--- config.mk ---
export PLATFORM = sky130hd
export DESIGN_NAME = lti_ctrl
export DESIGN_NICKNAME = d
export VERILOG_FILES = /design/src/inc/lti_pkg.sv /design/src/inc/lti_ctl_if.sv /design/src/hdl/lti_ctrl.sv /design/src/hdl/lti_ramp.sv /design/src/hdl/lti_pix_color.sv
export SDC_FILE = /design/constraint.sdc
export NUM_CORES = 1
export LEC_CHECK = 0
export BUFFER_PORTS_ARGS = -buffer_cell sky130_fd_sc_hd__buf_2
export CAP_MARGIN = 10
export CORE_MARGIN = 4
export CORE_UTILIZATION = 54
export DETAILED_ROUTE_END_ITERATION = 12
export HOLD_SLACK_MARGIN = 0.1
export PLACE_DENSITY = 0.77
export SLEW_MARGIN = 40
export SYNTH_ARGS = -nofsm -noshare
export SYNTH_HDL_FRONTEND = slang
export SYNTH_SLANG_ARGS = --single-unit
--- constraint.sdc ---
create_clock -name i_clk_sys -period 2.9 [get_ports i_clk_sys]
set_input_delay 0.145 -clock i_clk_sys [delete_from_list [all_inputs] [get_ports i_clk_sys]]
set_output_delay 0.145 -clock i_clk_sys [all_outputs]
set_load 0.005 [all_outputs]
--- src/inc/lti_pkg.sv ---
// How it works
// - Loop-through pair is driven only while loopthru_drive_on is 1; reset leaves it off.
// - loopthru_port_pick_b code 01 routes link_in_a, code 10 routes link_in_b.
// - loopthru_port_pick_a 0 selects link_in_a, 1 selects link_in_b, while loopthru_port_pick_b is 00 or 11.
// - loopthru_tx_powerdown 0 powers the transmitter up, 1 powers it down; reset 0.
// - Test image generator runs only while test_image_on is 1.
// - Codes 0001-0101 give white, black, red, green, blue fills, complemented when inverted.
// - Codes 0110-1001 give horizontal ramps from black to white, red, green, blue.
// - Codes 1010-1101 give vertical ramps from black to white, red, green, blue.
// - Code 1110 gives the custom level colour; 0000 and 1111 are reserved.
// - Ramps spread evenly over active pixels of a line or active lines of a frame.
// - test_image_pick is ignored while image_autoscroll is on.
// - Autoscroll steps to the next pattern every scroll_frame_count frames, else holds.
// - compliance_image_on shows the compliance image and ignores test_image_pick.
// - bar_image_on shows eight bars: white, yellow, cyan, green, magenta, red, blue, black.
// - Band order is yellow, cyan, blue, red; reversed it is blue, cyan, yellow, red.
// - image_invert complements every colour component of the generated image.
package lti_pkg;
  // ----------------------------------------
  // Register map
  // ----------------------------------------
  localparam int NREG = 9;
  localparam logic [7:0] ADDR_OUT_EN = 8'h56;
  localparam logic [7:0] ADDR_STEER = 8'h57;
  localparam logic [7:0] ADDR_PWR = 8'h63;
  localparam logic [7:0] ADDR_PG_CTL = 8'h64;
  localparam logic [7:0] ADDR_PG_CFG = 8'h65;
  localparam logic [7:0] ADDR_FRAME_T = 8'h6A;
  localparam logic [7:0] ADDR_CUST_R = 8'h6B;
  localparam logic [7:0] ADDR_CUST_G = 8'h6C;
  localparam logic [7:0] ADDR_CUST_B = 8'h6D;
  localparam logic [7:0] ADDR_STATUS = 8'h6E;
  localparam int IDX_OUT_EN = 0;
  localparam int IDX_STEER = 1;
  localparam int IDX_PWR = 2;
  localparam int IDX_PG_CTL = 3;
  localparam int IDX_PG_CFG = 4;
  localparam int IDX_FRAME_T = 5;
  localparam int IDX_CUST_R = 6;
  localparam int IDX_CUST_G = 7;
  localparam int IDX_CUST_B = 8;
  localparam logic [7:0] RST_ZERO = 8'h00;
  localparam logic [7:0] RST_PG_CTL = 8'h10;
  localparam logic [7:0] RST_FRAME_T = 8'h01;
  localparam logic [7:0] REG_ADDR [NREG] = '{ADDR_OUT_EN, ADDR_STEER, ADDR_PWR,
    ADDR_PG_CTL, ADDR_PG_CFG, ADDR_FRAME_T, ADDR_CUST_R, ADDR_CUST_G, ADDR_CUST_B};
  localparam logic [7:0] REG_RST [NREG] = '{RST_ZERO, RST_ZERO, RST_ZERO,
    RST_PG_CTL, RST_ZERO, RST_FRAME_T, RST_ZERO, RST_ZERO, RST_ZERO};
  // ----------------------------------------
  // Field positions
  // ----------------------------------------
  localparam int BIT_DRIVE_ON = 3;
  localparam int BIT_PICK_B_LO = 1;
  localparam int BIT_PICK_A = 7;
  localparam int BIT_TX_PWDN = 0;
  localparam int BIT_IMAGE_ON = 0;
  localparam int BIT_BAND_REV = 1;
  localparam int BIT_BARS = 2;
  localparam int BIT_COMPL = 3;
  localparam int BIT_PICK_LO = 4;
  localparam int BIT_ASCRL = 0;
  localparam int BIT_INVERT = 1;
  localparam int BIT_ST_ON = 7;
  localparam int BIT_ST_ASCRL = 6;
  localparam logic [1:0] PICK_B_A = 2'b01;
  localparam logic [1:0] PICK_B_B = 2'b10;
  // ----------------------------------------
  // Patterns and colours
  // ----------------------------------------
  typedef enum logic [3:0] {
    PAT_RSVD0 = 4'b0000, PAT_WHITE = 4'b0001, PAT_BLACK = 4'b0010,
    PAT_RED = 4'b0011, PAT_GREEN = 4'b0100, PAT_BLUE = 4'b0101,
    PAT_HR_W = 4'b0110, PAT_HR_R = 4'b0111, PAT_HR_G = 4'b1000,
    PAT_HR_B = 4'b1001, PAT_VR_W = 4'b1010, PAT_VR_R = 4'b1011,
    PAT_VR_G = 4'b1100, PAT_VR_B = 4'b1101, PAT_CUSTOM = 4'b1110,
    PAT_RSVD15 = 4'b1111
  } lti_pat_e;
  localparam logic [2:0] M_WHITE = 3'b111;
  localparam logic [2:0] M_YELLOW = 3'b110;
  localparam logic [2:0] M_CYAN = 3'b011;
  localparam logic [2:0] M_GREEN = 3'b010;
  localparam logic [2:0] M_MAGENTA = 3'b101;
  localparam logic [2:0] M_RED = 3'b100;
  localparam logic [2:0] M_BLUE = 3'b001;
  localparam logic [2:0] M_BLACK = 3'b000;
  localparam logic [2:0] BAR_MASK [8] = '{M_WHITE, M_YELLOW, M_CYAN, M_GREEN,
    M_MAGENTA, M_RED, M_BLUE, M_BLACK};
  localparam logic [2:0] BAND_MASK [4] = '{M_YELLOW, M_CYAN, M_BLUE, M_RED};
  localparam logic [2:0] BAND_MASK_REV [4] = '{M_BLUE, M_CYAN, M_YELLOW, M_RED};
  localparam logic [8:0] RAMP_STEPS = 9'h100;
endpackage

--- src/inc/lti_ctl_if.sv ---
`timescale 1ns/1ps
interface lti_ctl_if;
  logic [3:0] code;
  logic invert;
  logic bars;
  logic compl;
  logic band_rev;
  logic [23:0] cust;
  logic [7:0] h_level;
  logic [7:0] v_level;
  modport src (output code, invert, bars, compl, band_rev, cust, h_level, v_level);
  modport dst (input code, invert, bars, compl, band_rev, cust, h_level, v_level);
endinterface

--- src/hdl/lti_ctrl.sv ---
// Our own choice: the address-and-strobe port.
`timescale 1ns/1ps
module lti_ctrl
  import lti_pkg::*;
#(
  parameter int DW = 10,
  parameter int SW = 16
) (
  input wire logic i_clk_sys,
  input wire logic i_reset_n,
  input wire logic [7:0] i_reg_addr,
  input wire logic [7:0] i_reg_wdata,
  input wire logic i_reg_wr,
  input wire logic i_reg_rd,
  output logic [7:0] o_reg_rdata,
  input wire logic [DW-1:0] i_link_in_a,
  input wire logic [DW-1:0] i_link_in_b,
  output logic [DW-1:0] o_loopthru_out,
  output logic o_loopthru_drive_en,
  output logic o_loopthru_tx_pwr_up,
  input wire logic i_frame_start,
  input wire logic i_line_start,
  input wire logic i_pix_valid,
  input wire logic [SW-1:0] i_h_active,
  input wire logic [SW-1:0] i_v_active,
  output logic o_test_image_on,
  output logic o_pix_valid,
  output logic [7:0] o_pix_r,
  output logic [7:0] o_pix_g,
  output logic [7:0] o_pix_b
);
  // ----------------------------------------
  // Declarations
  // ----------------------------------------
  logic [7:0] regs_reg [NREG];
  logic [NREG-1:0] hit;
  logic status_hit;
  logic [7:0] status;
  logic [7:0] rd_mux;
  logic [7:0] rdata_reg;
  logic drive_on;
  logic [1:0] pick_b;
  logic pick_a;
  logic tx_pwdn;
  logic image_on;
  logic [3:0] image_pick;
  logic autoscroll;
  logic invert;
  logic [7:0] frame_cnt_reg;
  logic [7:0] frame_cnt_next;
  logic [3:0] scroll_reg;
  logic [3:0] scroll_next;
  logic frame_due;
  logic use_b;
  logic [DW-1:0] sel_data;
  logic [DW-1:0] lt_out_reg;
  logic [7:0] h_level;
  logic [7:0] v_level;
  logic [23:0] rgb;
  logic [23:0] rgb_reg;
  logic pv_reg;
  lti_ctl_if ctl ();

  // ----------------------------------------
  // Register file
  // ----------------------------------------
  for (genvar gi = 0; gi < NREG; gi++) begin : g_reg
    assign hit[gi] = (i_reg_addr == REG_ADDR[gi]);
    always_ff @(posedge i_clk_sys or negedge i_reset_n) begin
      if (!i_reset_n) begin
        regs_reg[gi] <= REG_RST[gi];
      end else if (i_reg_wr && hit[gi]) begin
        regs_reg[gi] <= i_reg_wdata;
      end
    end
  end

  assign status_hit = (i_reg_addr == ADDR_STATUS);
  assign status = {image_on, autoscroll, 2'b00, scroll_reg};

  always_comb begin
    rd_mux = status_hit ? status : 8'h00;
    for (int i = 0; i < NREG; i++) begin
      rd_mux = rd_mux | (hit[i] ? regs_reg[i] : 8'h00);
    end
  end

  always_ff @(posedge i_clk_sys or negedge i_reset_n) begin
    if (!i_reset_n) begin
      rdata_reg <= 8'h00;
    end else begin
      rdata_reg <= i_reg_rd ? rd_mux : 8'h00;
    end
  end

  assign o_reg_rdata = rdata_reg;

  // ----------------------------------------
  // Field decode
  // ----------------------------------------
  assign drive_on = regs_reg[IDX_OUT_EN][BIT_DRIVE_ON];
  assign pick_b = regs_reg[IDX_STEER][BIT_PICK_B_LO+1:BIT_PICK_B_LO];
  assign pick_a = regs_reg[IDX_STEER][BIT_PICK_A];
  assign tx_pwdn = regs_reg[IDX_PWR][BIT_TX_PWDN];
  assign image_on = regs_reg[IDX_PG_CTL][BIT_IMAGE_ON];
  assign image_pick = regs_reg[IDX_PG_CTL][BIT_PICK_LO+3:BIT_PICK_LO];
  assign autoscroll = regs_reg[IDX_PG_CFG][BIT_ASCRL];
  assign invert = regs_reg[IDX_PG_CFG][BIT_INVERT];

  // ----------------------------------------
  // Loop-through path
  // ----------------------------------------
  assign use_b = (pick_b == PICK_B_B) ||
    ((pick_b != PICK_B_A) && pick_a);
  assign sel_data = use_b ? i_link_in_b : i_link_in_a;
  assign o_loopthru_drive_en = drive_on && !tx_pwdn;
  assign o_loopthru_tx_pwr_up = !tx_pwdn;

  always_ff @(posedge i_clk_sys or negedge i_reset_n) begin
    if (!i_reset_n) begin
      lt_out_reg <= '0;
    end else begin
      lt_out_reg <= o_loopthru_drive_en ? sel_data : '0;
    end
  end

  assign o_loopthru_out = lt_out_reg;

  // ----------------------------------------
  // Auto-scroll sequencer
  // ----------------------------------------
  assign frame_due = (frame_cnt_reg + 8'h01) >= regs_reg[IDX_FRAME_T];
  assign frame_cnt_next = !autoscroll ? 8'h00 :
    !i_frame_start ? frame_cnt_reg :
    frame_due ? 8'h00 : frame_cnt_reg + 8'h01;
  assign scroll_next = !autoscroll ? image_pick :
    !(i_frame_start && frame_due) ? scroll_reg :
    (scroll_reg >= PAT_CUSTOM || scroll_reg == PAT_RSVD0) ? PAT_WHITE :
    scroll_reg + 4'h1;

  always_ff @(posedge i_clk_sys or negedge i_reset_n) begin
    if (!i_reset_n) begin
      frame_cnt_reg <= 8'h00;
      scroll_reg <= PAT_WHITE;
    end else begin
      frame_cnt_reg <= frame_cnt_next;
      scroll_reg <= scroll_next;
    end
  end

  // ----------------------------------------
  // Ramp position trackers
  // ----------------------------------------
  lti_ramp #(
    .SW(SW)
  ) u_h_ramp (
    .i_clk_sys(i_clk_sys),
    .i_reset_n(i_reset_n),
    .i_start(i_line_start),
    .i_step(i_pix_valid),
    .i_span(i_h_active),
    .o_level(h_level)
  );

  lti_ramp #(
    .SW(SW)
  ) u_v_ramp (
    .i_clk_sys(i_clk_sys),
    .i_reset_n(i_reset_n),
    .i_start(i_frame_start),
    .i_step(i_line_start),
    .i_span(i_v_active),
    .o_level(v_level)
  );

  // ----------------------------------------
  // Pattern selection
  // ----------------------------------------
  assign ctl.code = autoscroll ? scroll_reg : image_pick;
  assign ctl.invert = invert;
  assign ctl.bars = regs_reg[IDX_PG_CTL][BIT_BARS];
  assign ctl.compl = regs_reg[IDX_PG_CTL][BIT_COMPL];
  assign ctl.band_rev = regs_reg[IDX_PG_CTL][BIT_BAND_REV];
  assign ctl.cust = {regs_reg[IDX_CUST_R], regs_reg[IDX_CUST_G], regs_reg[IDX_CUST_B]};
  assign ctl.h_level = h_level;
  assign ctl.v_level = v_level;

  lti_pix_color u_color (
    .c(ctl),
    .o_rgb(rgb)
  );

  // ----------------------------------------
  // Pixel output
  // ----------------------------------------
  always_ff @(posedge i_clk_sys or negedge i_reset_n) begin
    if (!i_reset_n) begin
      pv_reg <= 1'b0;
      rgb_reg <= 24'h000000;
    end else begin
      pv_reg <= image_on && i_pix_valid;
      rgb_reg <= (image_on && i_pix_valid) ? rgb : 24'h000000;
    end
  end

  assign o_test_image_on = image_on;
  assign o_pix_valid = pv_reg;
  assign o_pix_r = rgb_reg[23:16];
  assign o_pix_g = rgb_reg[15:8];
  assign o_pix_b = rgb_reg[7:0];

  logic plain_fixed;
  assign plain_fixed = image_on && !autoscroll && !ctl.compl && !ctl.bars;
endmodule

--- src/hdl/lti_ramp.sv ---
`timescale 1ns/1ps
module lti_ramp
  import lti_pkg::*;
#(
  parameter int SW = 16
) (
  input wire logic i_clk_sys,
  input wire logic i_reset_n,
  input wire logic i_start,
  input wire logic i_step,
  input wire logic [SW-1:0] i_span,
  output logic [7:0] o_level
);
  logic [SW:0] acc_reg;
  logic [7:0] lvl_reg;
  logic [SW:0] acc_sum;
  logic wrap;
  // ----------------------------------------
  // Even spread over the span
  // ----------------------------------------
  assign acc_sum = acc_reg + (SW+1)'(RAMP_STEPS);
  assign wrap = acc_sum >= {1'b0, i_span};
  assign o_level = lvl_reg;
  always_ff @(posedge i_clk_sys or negedge i_reset_n) begin
    if (!i_reset_n) begin
      acc_reg <= '0;
      lvl_reg <= 8'h00;
    end else if (i_start) begin
      acc_reg <= '0;
      lvl_reg <= 8'h00;
    end else if (i_step && lvl_reg != 8'hFF) begin
      acc_reg <= wrap ? acc_sum - {1'b0, i_span} : acc_sum;
      lvl_reg <= wrap ? lvl_reg + 8'h01 : lvl_reg;
    end
  end
endmodule

--- src/hdl/lti_pix_color.sv ---
`timescale 1ns/1ps
module lti_pix_color
  import lti_pkg::*;
(
  lti_ctl_if.dst c,
  output logic [23:0] o_rgb
);
  function automatic logic [23:0] fill(input logic [2:0] m, input logic [7:0] l);
    fill = {m[2] ? l : 8'h00, m[1] ? l : 8'h00, m[0] ? l : 8'h00};
  endfunction
  logic [23:0] base;
  logic [23:0] chosen;
  logic [2:0] band_m;
  // ----------------------------------------
  // Fixed pattern decode
  // ----------------------------------------
  always_comb begin
    case (c.code)
      PAT_WHITE: base = fill(M_WHITE, 8'hFF);
      PAT_BLACK: base = fill(M_BLACK, 8'hFF);
      PAT_RED: base = fill(M_RED, 8'hFF);
      PAT_GREEN: base = fill(M_GREEN, 8'hFF);
      PAT_BLUE: base = fill(M_BLUE, 8'hFF);
      PAT_HR_W: base = fill(M_WHITE, c.h_level);
      PAT_HR_R: base = fill(M_RED, c.h_level);
      PAT_HR_G: base = fill(M_GREEN, c.h_level);
      PAT_HR_B: base = fill(M_BLUE, c.h_level);
      PAT_VR_W: base = fill(M_WHITE, c.v_level);
      PAT_VR_R: base = fill(M_RED, c.v_level);
      PAT_VR_G: base = fill(M_GREEN, c.v_level);
      PAT_VR_B: base = fill(M_BLUE, c.v_level);
      PAT_CUSTOM: base = c.cust;
      default: base = 24'h000000;
    endcase
  end
  // ----------------------------------------
  // Priority and inversion
  // ----------------------------------------
  assign band_m = c.band_rev ? BAND_MASK_REV[c.h_level[7:6]] : BAND_MASK[c.h_level[7:6]];
  assign chosen = c.compl ? fill(band_m, 8'hFF) :
    c.bars ? fill(BAR_MASK[c.h_level[7:5]], 8'hFF) : base;
  assign o_rgb = chosen ^ {24{c.invert}};
endmodule

==> out/qor.csv, run 1 <==
stage;metric;value;unit
drt;vias per cell;6.04;
synthesis;most used flip-flop cell after synthesis;sky130_fd_sc_hd__dfrtp_1;
critical_path;highest-delay cell along the critical path;sky130_fd_sc_hd__dfrtp_1;
clock_network;depth of the CTS H-tree;4;
power;power density over the cells;485;mW/mm²
critical_path;category of the worst setup path launch point;flop;
synthesis;largest cells by area after synthesis;sky130_fd_sc_hd__dfrtp_1, sky130_fd_sc_hd__mux2_2, sky130_fd_sc_hd__ha_1, sky130_fd_sc_hd__nor2_1, sky130_fd_sc_hd__a21oi_1;
final_layout;utilization after layout;65.6;%
synthesis;top cells by instance count after synthesis;sky130_fd_sc_hd__dfrtp_1, sky130_fd_sc_hd__nor2_1, sky130_fd_sc_hd__a21oi_1, sky130_fd_sc_hd__mux2_2, sky130_fd_sc_hd__nand2_1;
grt;maximum number of pins on one net before global-route repair;90;
final_layout;Area Growth Syn to Fin;19.7;%
sta;final hold violations;0;
synthesis;post-synth top area cell;sky130_fd_sc_hd__dfrtp_1;
clock_network;clk sinks;177;
clock_network;TritonCTS clock tree;built;
grt;GRT met2 Usage;40.7;%
synthesis;Avg Synthesized Cell Area;9.49;µm²
floorplanning;count of standard-cell rows;52;
drt;total wire length;30500;µm
synthesis;number of standard cells after synthesis;1165;
critical_path;ordered list of cells on the worst path;ha_4 -> and3_4 -> nand3_4 -> xnor2_4 -> ha_4 -> a21oi_2 -> nor2_1 -> nor2_1 -> o211ai_1 -> a41oi_4 -> buf_12 -> a211oi_2 -> mux2i_1 -> mux2_2;
drt;drt drc;0;
final_layout;antenna diode count;0;
drt;detailed-routing iteration count for the pre-antenna-repair pass;11;
sta;setup tns final;0;ns
floorplanning;die boundary height;151;µm
grt;met3 Resource Use GR;6.40;%
synthesis;Synthesized Nets;1291;
drt;vias after detailed routing;9700;
placed_design;placement-stage cell area;0.0121;mm²
drt;drt initial violations;1074;
critical_path;worst endpoint required time;3.22;ns
critical_path;category of the worst setup path capture point;flop;
floorplanning;area of the core region;0.0202;mm²
grt;antenna violations before repair;0;
grt;global routing met1 resource utilization;38.1;%
critical_path;Largest stage delay, worst path;0.42;ns
synthesis;share of Yosys cell area claimed by the top area cell type;39.4;%
run;maxcap violations;0;
sta;transition at the pin with the smallest max-transition slack;0.782;ns
sta;unrepaired setup endpoints after global routing;yes;
sta;share of the cycle needed by the critical path after routing;98.9;%
drt;average wire per cell in the routed design;19.0;µm
synthesis;Async SR Flop Fraction;100;%
synthesis;number of enable-type register cells in the synthesized netlist;0;
final_layout;fillers;1612;
clock_network;clock transition time at the flip-flop clock pins of the worst setup and hold paths;0.07;ns
drt;antenna-violating nets left;0;
power;static leakage;0.00624;µW
sta;Max Transition Viols Final;0;
grt;via count of the first global-routing pass;9291;
status;run status;completed;
final_layout;nets;1451;
final_layout;layout cells sized above 1;26.0;%
synthesis;summed instance area of the synthesized netlist;0.0111;mm²
placed_design;number of buffer cells added on primary ports;120;
grt;Tot GR Track Use;26.5;%
final_layout;area taken by flip-flops and latches;0.00443;mm²
min_path;path category of the worst min-delay check;primary input to flop;
sta;Max Clock Skew;0.0134;ns
synthesis;flops & latches, synth;177;
grt;wire length of the first global-routing pass;48100;µm
clock_network;CTS Buffer Depth;2;
grt;Overflow after GRT;0;
critical_path;arrival time reported for the critical path endpoint;3.19;ns
sta;final count of negative-setup-slack endpoints;0;
floorplanning;Die Outline Area;0.0228;mm²
synthesis;most used standard cell by instance count after synthesis;sky130_fd_sc_hd__dfrtp_1;
synthesis;sequential fraction of the synthesis area;40.1;%
clock_network;CTS Buf Count;17;
critical_path;maximum fanout encountered on the critical timing path;7;
sta;minimum period implied by the final worst setup slack;2.87;ns
critical_path;Crit Path Class;flop to flop;
clock_network;worst skew pair latency;0.44;ns
final_layout;combined area of the multi-input logic cells;0.00638;mm²
placed_design;sum of net half-perimeters after detailed placement;21000;µm
sta;post-route worst hold slack;0.120;ns
power;VDD IR-drop max;0.000355;V
floorplanning;die outline width;151;µm
synthesis;yosys synthesis warning count;0;
sta;highest clock rate;349;MHz
floorplanning;Starting Density;54.8;%
final_layout;max reg flops;34;
final_layout;Final Instance Area;0.0132;mm²
synthesis;post-synthesis cell type count;78;
placed_design;RePlAce Congestion;0.943;
clock_network;CTS Root Buffer Type;sky130_fd_sc_hd__clkbuf_16;
grt;GRT busiest layer;met2;
floorplanning;Top Ports;121;
sta;Slew headroom;47.8;%
-- critical path: cells and delay by family (launching register included) --
family | cells | cell delay (ns)
AOI/OAI and AO/OA | 4 | 0.54
xor gates and xnor gates | 1 | 0.21
adders and majority gates | 2 | 0.43
buffers and inverters | 1 | 0.16
DFF | 1 | 0.42
muxes | 2 | 0.52
and+or+nand+nor | 4 | 0.48
-- path summary, 6_finish.rpt --
check | from | endpoint | slack (ns) | cells after the start
min in group asynchronous | i_reset_n | u_v_ramp.acc_reg[7] | 0.33 | 2
setup / recovery | u_v_ramp.acc_reg[9] | u_v_ramp.acc_reg[16] | 0.03 | 14
hold / removal | i_reg_wdata[2] | pick_b[1] | 0.12 | 2
setup reg to reg | u_v_ramp.acc_reg[9] | u_v_ramp.acc_reg[16] | 0.03 | 14
max in group asynchronous | i_reset_n | regs_reg[50] | 1.79 | 3
hold reg to reg | regs_reg[70] | regs_reg[70] | 0.51 | 1
-- where the power goes --
part | internal, µW | total (µW) | switching [µW] | leakage, µW
registers | 2570 | 2700 | 128 | 0.00243
clock network | 1170 | 2270 | 1100 | 0.000285
logic | 657 | 1450 | 796 | 0.00352
-- layer usage --
layer,part of all wire [%],vias up
li1,-,4506
met1,44,4686
met2,46,435
met3,8.0,73
met4,2.3,0
met5,0,-
-- final cells by class --
cell class	count	share of cell area [%]
clock buffers	18	3.32
clock inverters	13	1.05
inverters	65	1.84
multi-input cells	870	48.2
flip-flops and latches	177	33.5
well taps	270	2.55
repair buffers	194	9.51
-- metrics by stage --
stage | total power (µW) | setup slack, ns | instances
floorplan | 3590 | 0.0783 | 1165
global placement | 3980 | 0.102 | 1542
detailed placement | 4010 | -0.0283 | 1542
CTS | 6300 | -0.0150 | 1597
global route | 6720 | -0.131 | 1607
finish | 6420 | 0.0313 | 1607
-- cells by family (layout without fill, tap and decap cells) --
logic type,count (synthesis),count (layout),share of synthesized area (%)
buffers and inverters,119,290,4.30
flip-flops,177,177,40.1
adder cells (fa/ha/maj),51,51,5.91
XOR/XNOR,83,83,6.57
AO/OA/AOI/OAI,286,286,17.5
AND/OR/NAND/NOR,336,337,14.5
multiplexers,113,113,11.2
-- placed cells by master (no fill, tap or decap), types with 6 or more instances in the layout --
cell type                       instances
sky130_fd_sc_hd__nand3_1               41
sky130_fd_sc_hd__o21ai_1                6
sky130_fd_sc_hd__nor3_1                11
sky130_fd_sc_hd__nand2_1               76
sky130_fd_sc_hd__nand2b_1              11
sky130_fd_sc_hd__nand4_1               10
sky130_fd_sc_hd__xor2_1                37
sky130_fd_sc_hd__inv_1                 64
sky130_fd_sc_hd__a222oi_1              12
sky130_fd_sc_hd__ha_1                  45
sky130_fd_sc_hd__a21o_1                12
sky130_fd_sc_hd__a22o_1                 7
sky130_fd_sc_hd__a211oi_1               9
sky130_fd_sc_hd__o31ai_1                6
sky130_fd_sc_hd__o21ai_0               31
sky130_fd_sc_hd__buf_2                119
sky130_fd_sc_hd__nor2b_1                9
sky130_fd_sc_hd__clkbuf_16             17
sky130_fd_sc_hd__a31oi_1               19
sky130_fd_sc_hd__xnor2_1               41
sky130_fd_sc_hd__a21oi_1               86
sky130_fd_sc_hd__a22oi_1               35
sky130_fd_sc_hd__buf_4                 46
sky130_fd_sc_hd__a21oi_2                6
sky130_fd_sc_hd__a221oi_1               6
sky130_fd_sc_hd__nor2_1               121
sky130_fd_sc_hd__mux2i_1               28
sky130_fd_sc_hd__o21a_1                 6
sky130_fd_sc_hd__dlygate4sd3_1         23
sky130_fd_sc_hd__mux2_2                83
sky130_fd_sc_hd__dfrtp_1              173
sky130_fd_sc_hd__and3_1                 9
-- repair_timing --
action / in CTS / in global routing
hold buffers: 23 / 0
gates resized for setup: 2 / 43
setup buffers: 1 / 8
gates cloned: 0 / 2
endpoints found under the setup margin: 8 / 49
pin swaps: 1 / 13
hold endpoints to repair: 99 / 0
Note: power is estimated with default switching activity, not from simulation.
==> inputs of run 2 (changes only) <==
--- a/config.mk
+++ b/config.mk
@@ -7,11 +7,10 @@
 export LEC_CHECK = 0
 export BUFFER_PORTS_ARGS = -buffer_cell sky130_fd_sc_hd__buf_2
 export CAP_MARGIN = 10
-export CORE_MARGIN = 4
-export CORE_UTILIZATION = 54
+export CORE_MARGIN = 2
+export CORE_UTILIZATION = 35
 export DETAILED_ROUTE_END_ITERATION = 12
 export HOLD_SLACK_MARGIN = 0.1
-export PLACE_DENSITY = 0.77
 export SLEW_MARGIN = 40
 export SYNTH_ARGS = -nofsm -noshare
 export SYNTH_HDL_FRONTEND = slang
==> run 2 against run 1 <==
  * The flow now finishes with violations (negative setup slack)
  * Global-route usage is 7.3 points lower
  * Setup slack worse by 0.075 ns
  * Wire length is 5.0% higher
  * Combinational power is 6% higher
  * Non-clock buffer count is 28 higher
  * Critical path depth stayed put
  * Count of clock-buffer cells in the layout is 1 lower
  * Maximum frequency is 2.5% lower
  * Design area is 3.4% higher
  * Critical path type unchanged
  * Critical endpoint unchanged
  * Highest routed layer unchanged
==> out/qor.csv, run 2 (synthesis results as in run 1) <==
stage;metric;value;unit
final_layout;nets;1479;
min_path;Hold Crit Start;i_reg_wdata[5];
grt;GRT met2 Usage;30.3;%
critical_path;arrival time reported for the critical path endpoint;3.28;ns
sta;Max Transition Viols Final;0;
critical_path;highest-delay cell along the critical path;sky130_fd_sc_hd__dfrtp_1;
status;run status;finished with violations;
floorplanning;die outline width;182;µm
critical_path;maximum fanout encountered on the critical timing path;6;
clock_network;CTS Buffer Depth;2;
sta;unrepaired setup endpoints after global routing;yes;
placed_design;number of cells after detailed placement;1694;
power;power density over the cells;477;mW/mm²
drt;drt initial violations;686;
critical_path;Largest stage delay, worst path;0.41;ns
final_layout;Area Growth Syn to Fin;23.8;%
placed_design;placement-stage cell area;0.0124;mm²
floorplanning;Starting Density;35.3;%
final_layout;layout cells sized above 1;28.0;%
grt;Tot GR Track Use;19.2;%
clock_network;clk sinks;177;
clock_network;clock transition time at the flip-flop clock pins of the worst setup and hold paths;0.08;ns
final_layout;max reg flops;34;
grt;GRT busiest layer;met2;
power;static leakage;0.00639;µW
drt;drt drc;0;
grt;Overflow after GRT;0;
final_layout;most common library cell in the layout ignoring fill and taps;sky130_fd_sc_hd__dfrtp_1;
floorplanning;count of standard-cell rows;65;
grt;via count of the first global-routing pass;9134;
sta;Slew headroom;43.4;%
drt;vias after detailed routing;9522;
drt;detailed-routing iteration count for the pre-antenna-repair pass;6;
clock_network;TritonCTS clock tree;built;
clock_network;depth of the CTS H-tree;4;
placed_design;sum of net half-perimeters after detailed placement;22700;µm
status;violated checks;negative setup slack;
critical_path;category of the worst setup path launch point;flop;
sta;share of the cycle needed by the critical path after routing;101;%
grt;antenna violations before repair;1;
sta;minimum period implied by the final worst setup slack;2.94;ns
grt;maximum number of pins on one net before global-route repair;69;
min_path;path category of the worst min-delay check;primary input to flop;
critical_path;ordered list of cells on the worst path;buf_6 -> nand3_4 -> buf_4 -> xnor2_1 -> ha_1 -> nand2_2 -> o21ai_1 -> a31oi_1 -> o211ai_1 -> a41oi_4 -> buf_12 -> a211oi_2 -> mux2i_1 -> mux2_2;
sta;Worst Setup Slack, final;-0.0432;ns
critical_path;worst endpoint required time;3.23;ns
run;maxcap violations;0;
sta;final count of negative-setup-slack endpoints;2;
critical_path;category of the worst setup path capture point;flop;
clock_network;CTS Buf Count;17;
floorplanning;Die Outline Area;0.0330;mm²
floorplanning;area of the core region;0.0313;mm²
critical_path;worst setup path startpoint;u_v_ramp.acc_reg[8];
floorplanning;die boundary height;182;µm
sta;Max Clock Skew;0.0106;ns
sta;final hold violations;0;
placed_design;number of buffer cells added on primary ports;120;
final_layout;Final Instance Area;0.0137;mm²
sta;transition at the pin with the smallest max-transition slack;0.827;ns
final_layout;most frequent cells in the layout;sky130_fd_sc_hd__dfrtp_1, sky130_fd_sc_hd__nor2_1, sky130_fd_sc_hd__buf_2;
grt;wire length of the first global-routing pass;50300;µm
drt;vias per cell;5.38;
drt;total wire length;32100;µm
drt;average wire per cell in the routed design;18.1;µm
power;VDD IR-drop max;0.000434;V
grt;global routing met1 resource utilization;27.4;%
placed_design;RePlAce Congestion;0.893;
critical_path;Crit Path Class;flop to flop;
clock_network;worst skew pair latency;0.45;ns
grt;met3 Resource Use GR;3.15;%
clock_network;CTS Root Buffer Type;sky130_fd_sc_hd__clkbuf_16;
final_layout;post-route insts no fill;1769;
critical_path;Crit Reg-Reg Startpoint;u_v_ramp.acc_reg[8];
sta;highest clock rate;340;MHz
floorplanning;Top Ports;121;
sta;post-route worst hold slack;0.113;ns
drt;antenna-violating nets left;0;
[run 2: cell count changes in the layout (fill, tap and decap cells not counted), sizes merged, moves of 2 or more]
cell    before  now
buf        170  199
clkinv       6    8
inv         72   70
clkbuf      19   17
[run 2: metal layers]
metal | up-vias | wire length, µm
met5 | - | 0
met4 | 0 | 527
met3 | 34 | 1730
met2 | 299 | 14800
met1 | 4615 | 15000
li1 | 4574 | -
[run 2: path summary, 6_finish.rpt]
path	endpoint	slack, ns	cells past startpoint
worst min register to register	regs_reg[52]	0.51	1
worst min-delay path	regs_reg[29]	0.11	2
worst max register to register	u_v_ramp.acc_reg[16]	-0.04	14
max in group asynchronous	ctl.cust[18]	1.80	3
min in group asynchronous	u_h_ramp.acc_reg[6]	0.25	2
worst max-delay path	u_v_ramp.acc_reg[16]	-0.04	14
[run 2: report_power, final]
group / leakage (µW) / internal, µW / switching [µW] / total [µW]
registers: 0.00243 / 2570 / 120 / 2690
clock network: 0.000285 / 1210 / 1100 / 2310
logic: 0.00368 / 707 / 822 / 1530
[run 2: stage by stage]
step                TNS [ns]  utilization, %  power [µW]  worst slack (ns)
global route           -1.16            43.7        6840            -0.124
CTS                        0            42.3        6410          0.000951
finish               -0.0448            43.7        6530           -0.0432
floorplan                  0               -        3590            0.0783
detailed placement    -0.350            39.7        4050           -0.0547
global placement           0            39.7        4030            0.0131
[run 2: layout make-up]
type                            count  area, µm²
Fill cell                        3000      17600
Multi-Input combinational cell    870       6430
Sequential cell                   177       4440
Timing Repair Buffer              222       1500
Tap cell                          402        503
Clock buffer                       17        425
Inverter                           65        244
Clock inverter                     15        149
Antenna cell                        1       2.50
[run 2: critical path, delay by kind of cell, from the launching register on]
family / cells / cell delay (ns)
compound gates: 5 / 0.79
mux: 2 / 0.56
buf+inv: 3 / 0.45
flops: 1 / 0.41
fa+ha+maj: 1 / 0.32
simple gates: 2 / 0.17
xor+xnor: 1 / 0.14
[run 2: what timing repair did]
action                                  CTS  global route
hold buffers                             23             0
hold endpoints to repair                 71             0
cloned                                    0             1
endpoints found under the setup margin   21            56
gates resized for setup                   3            51
pin swaps                                 1            26
buffers inserted                          1            18
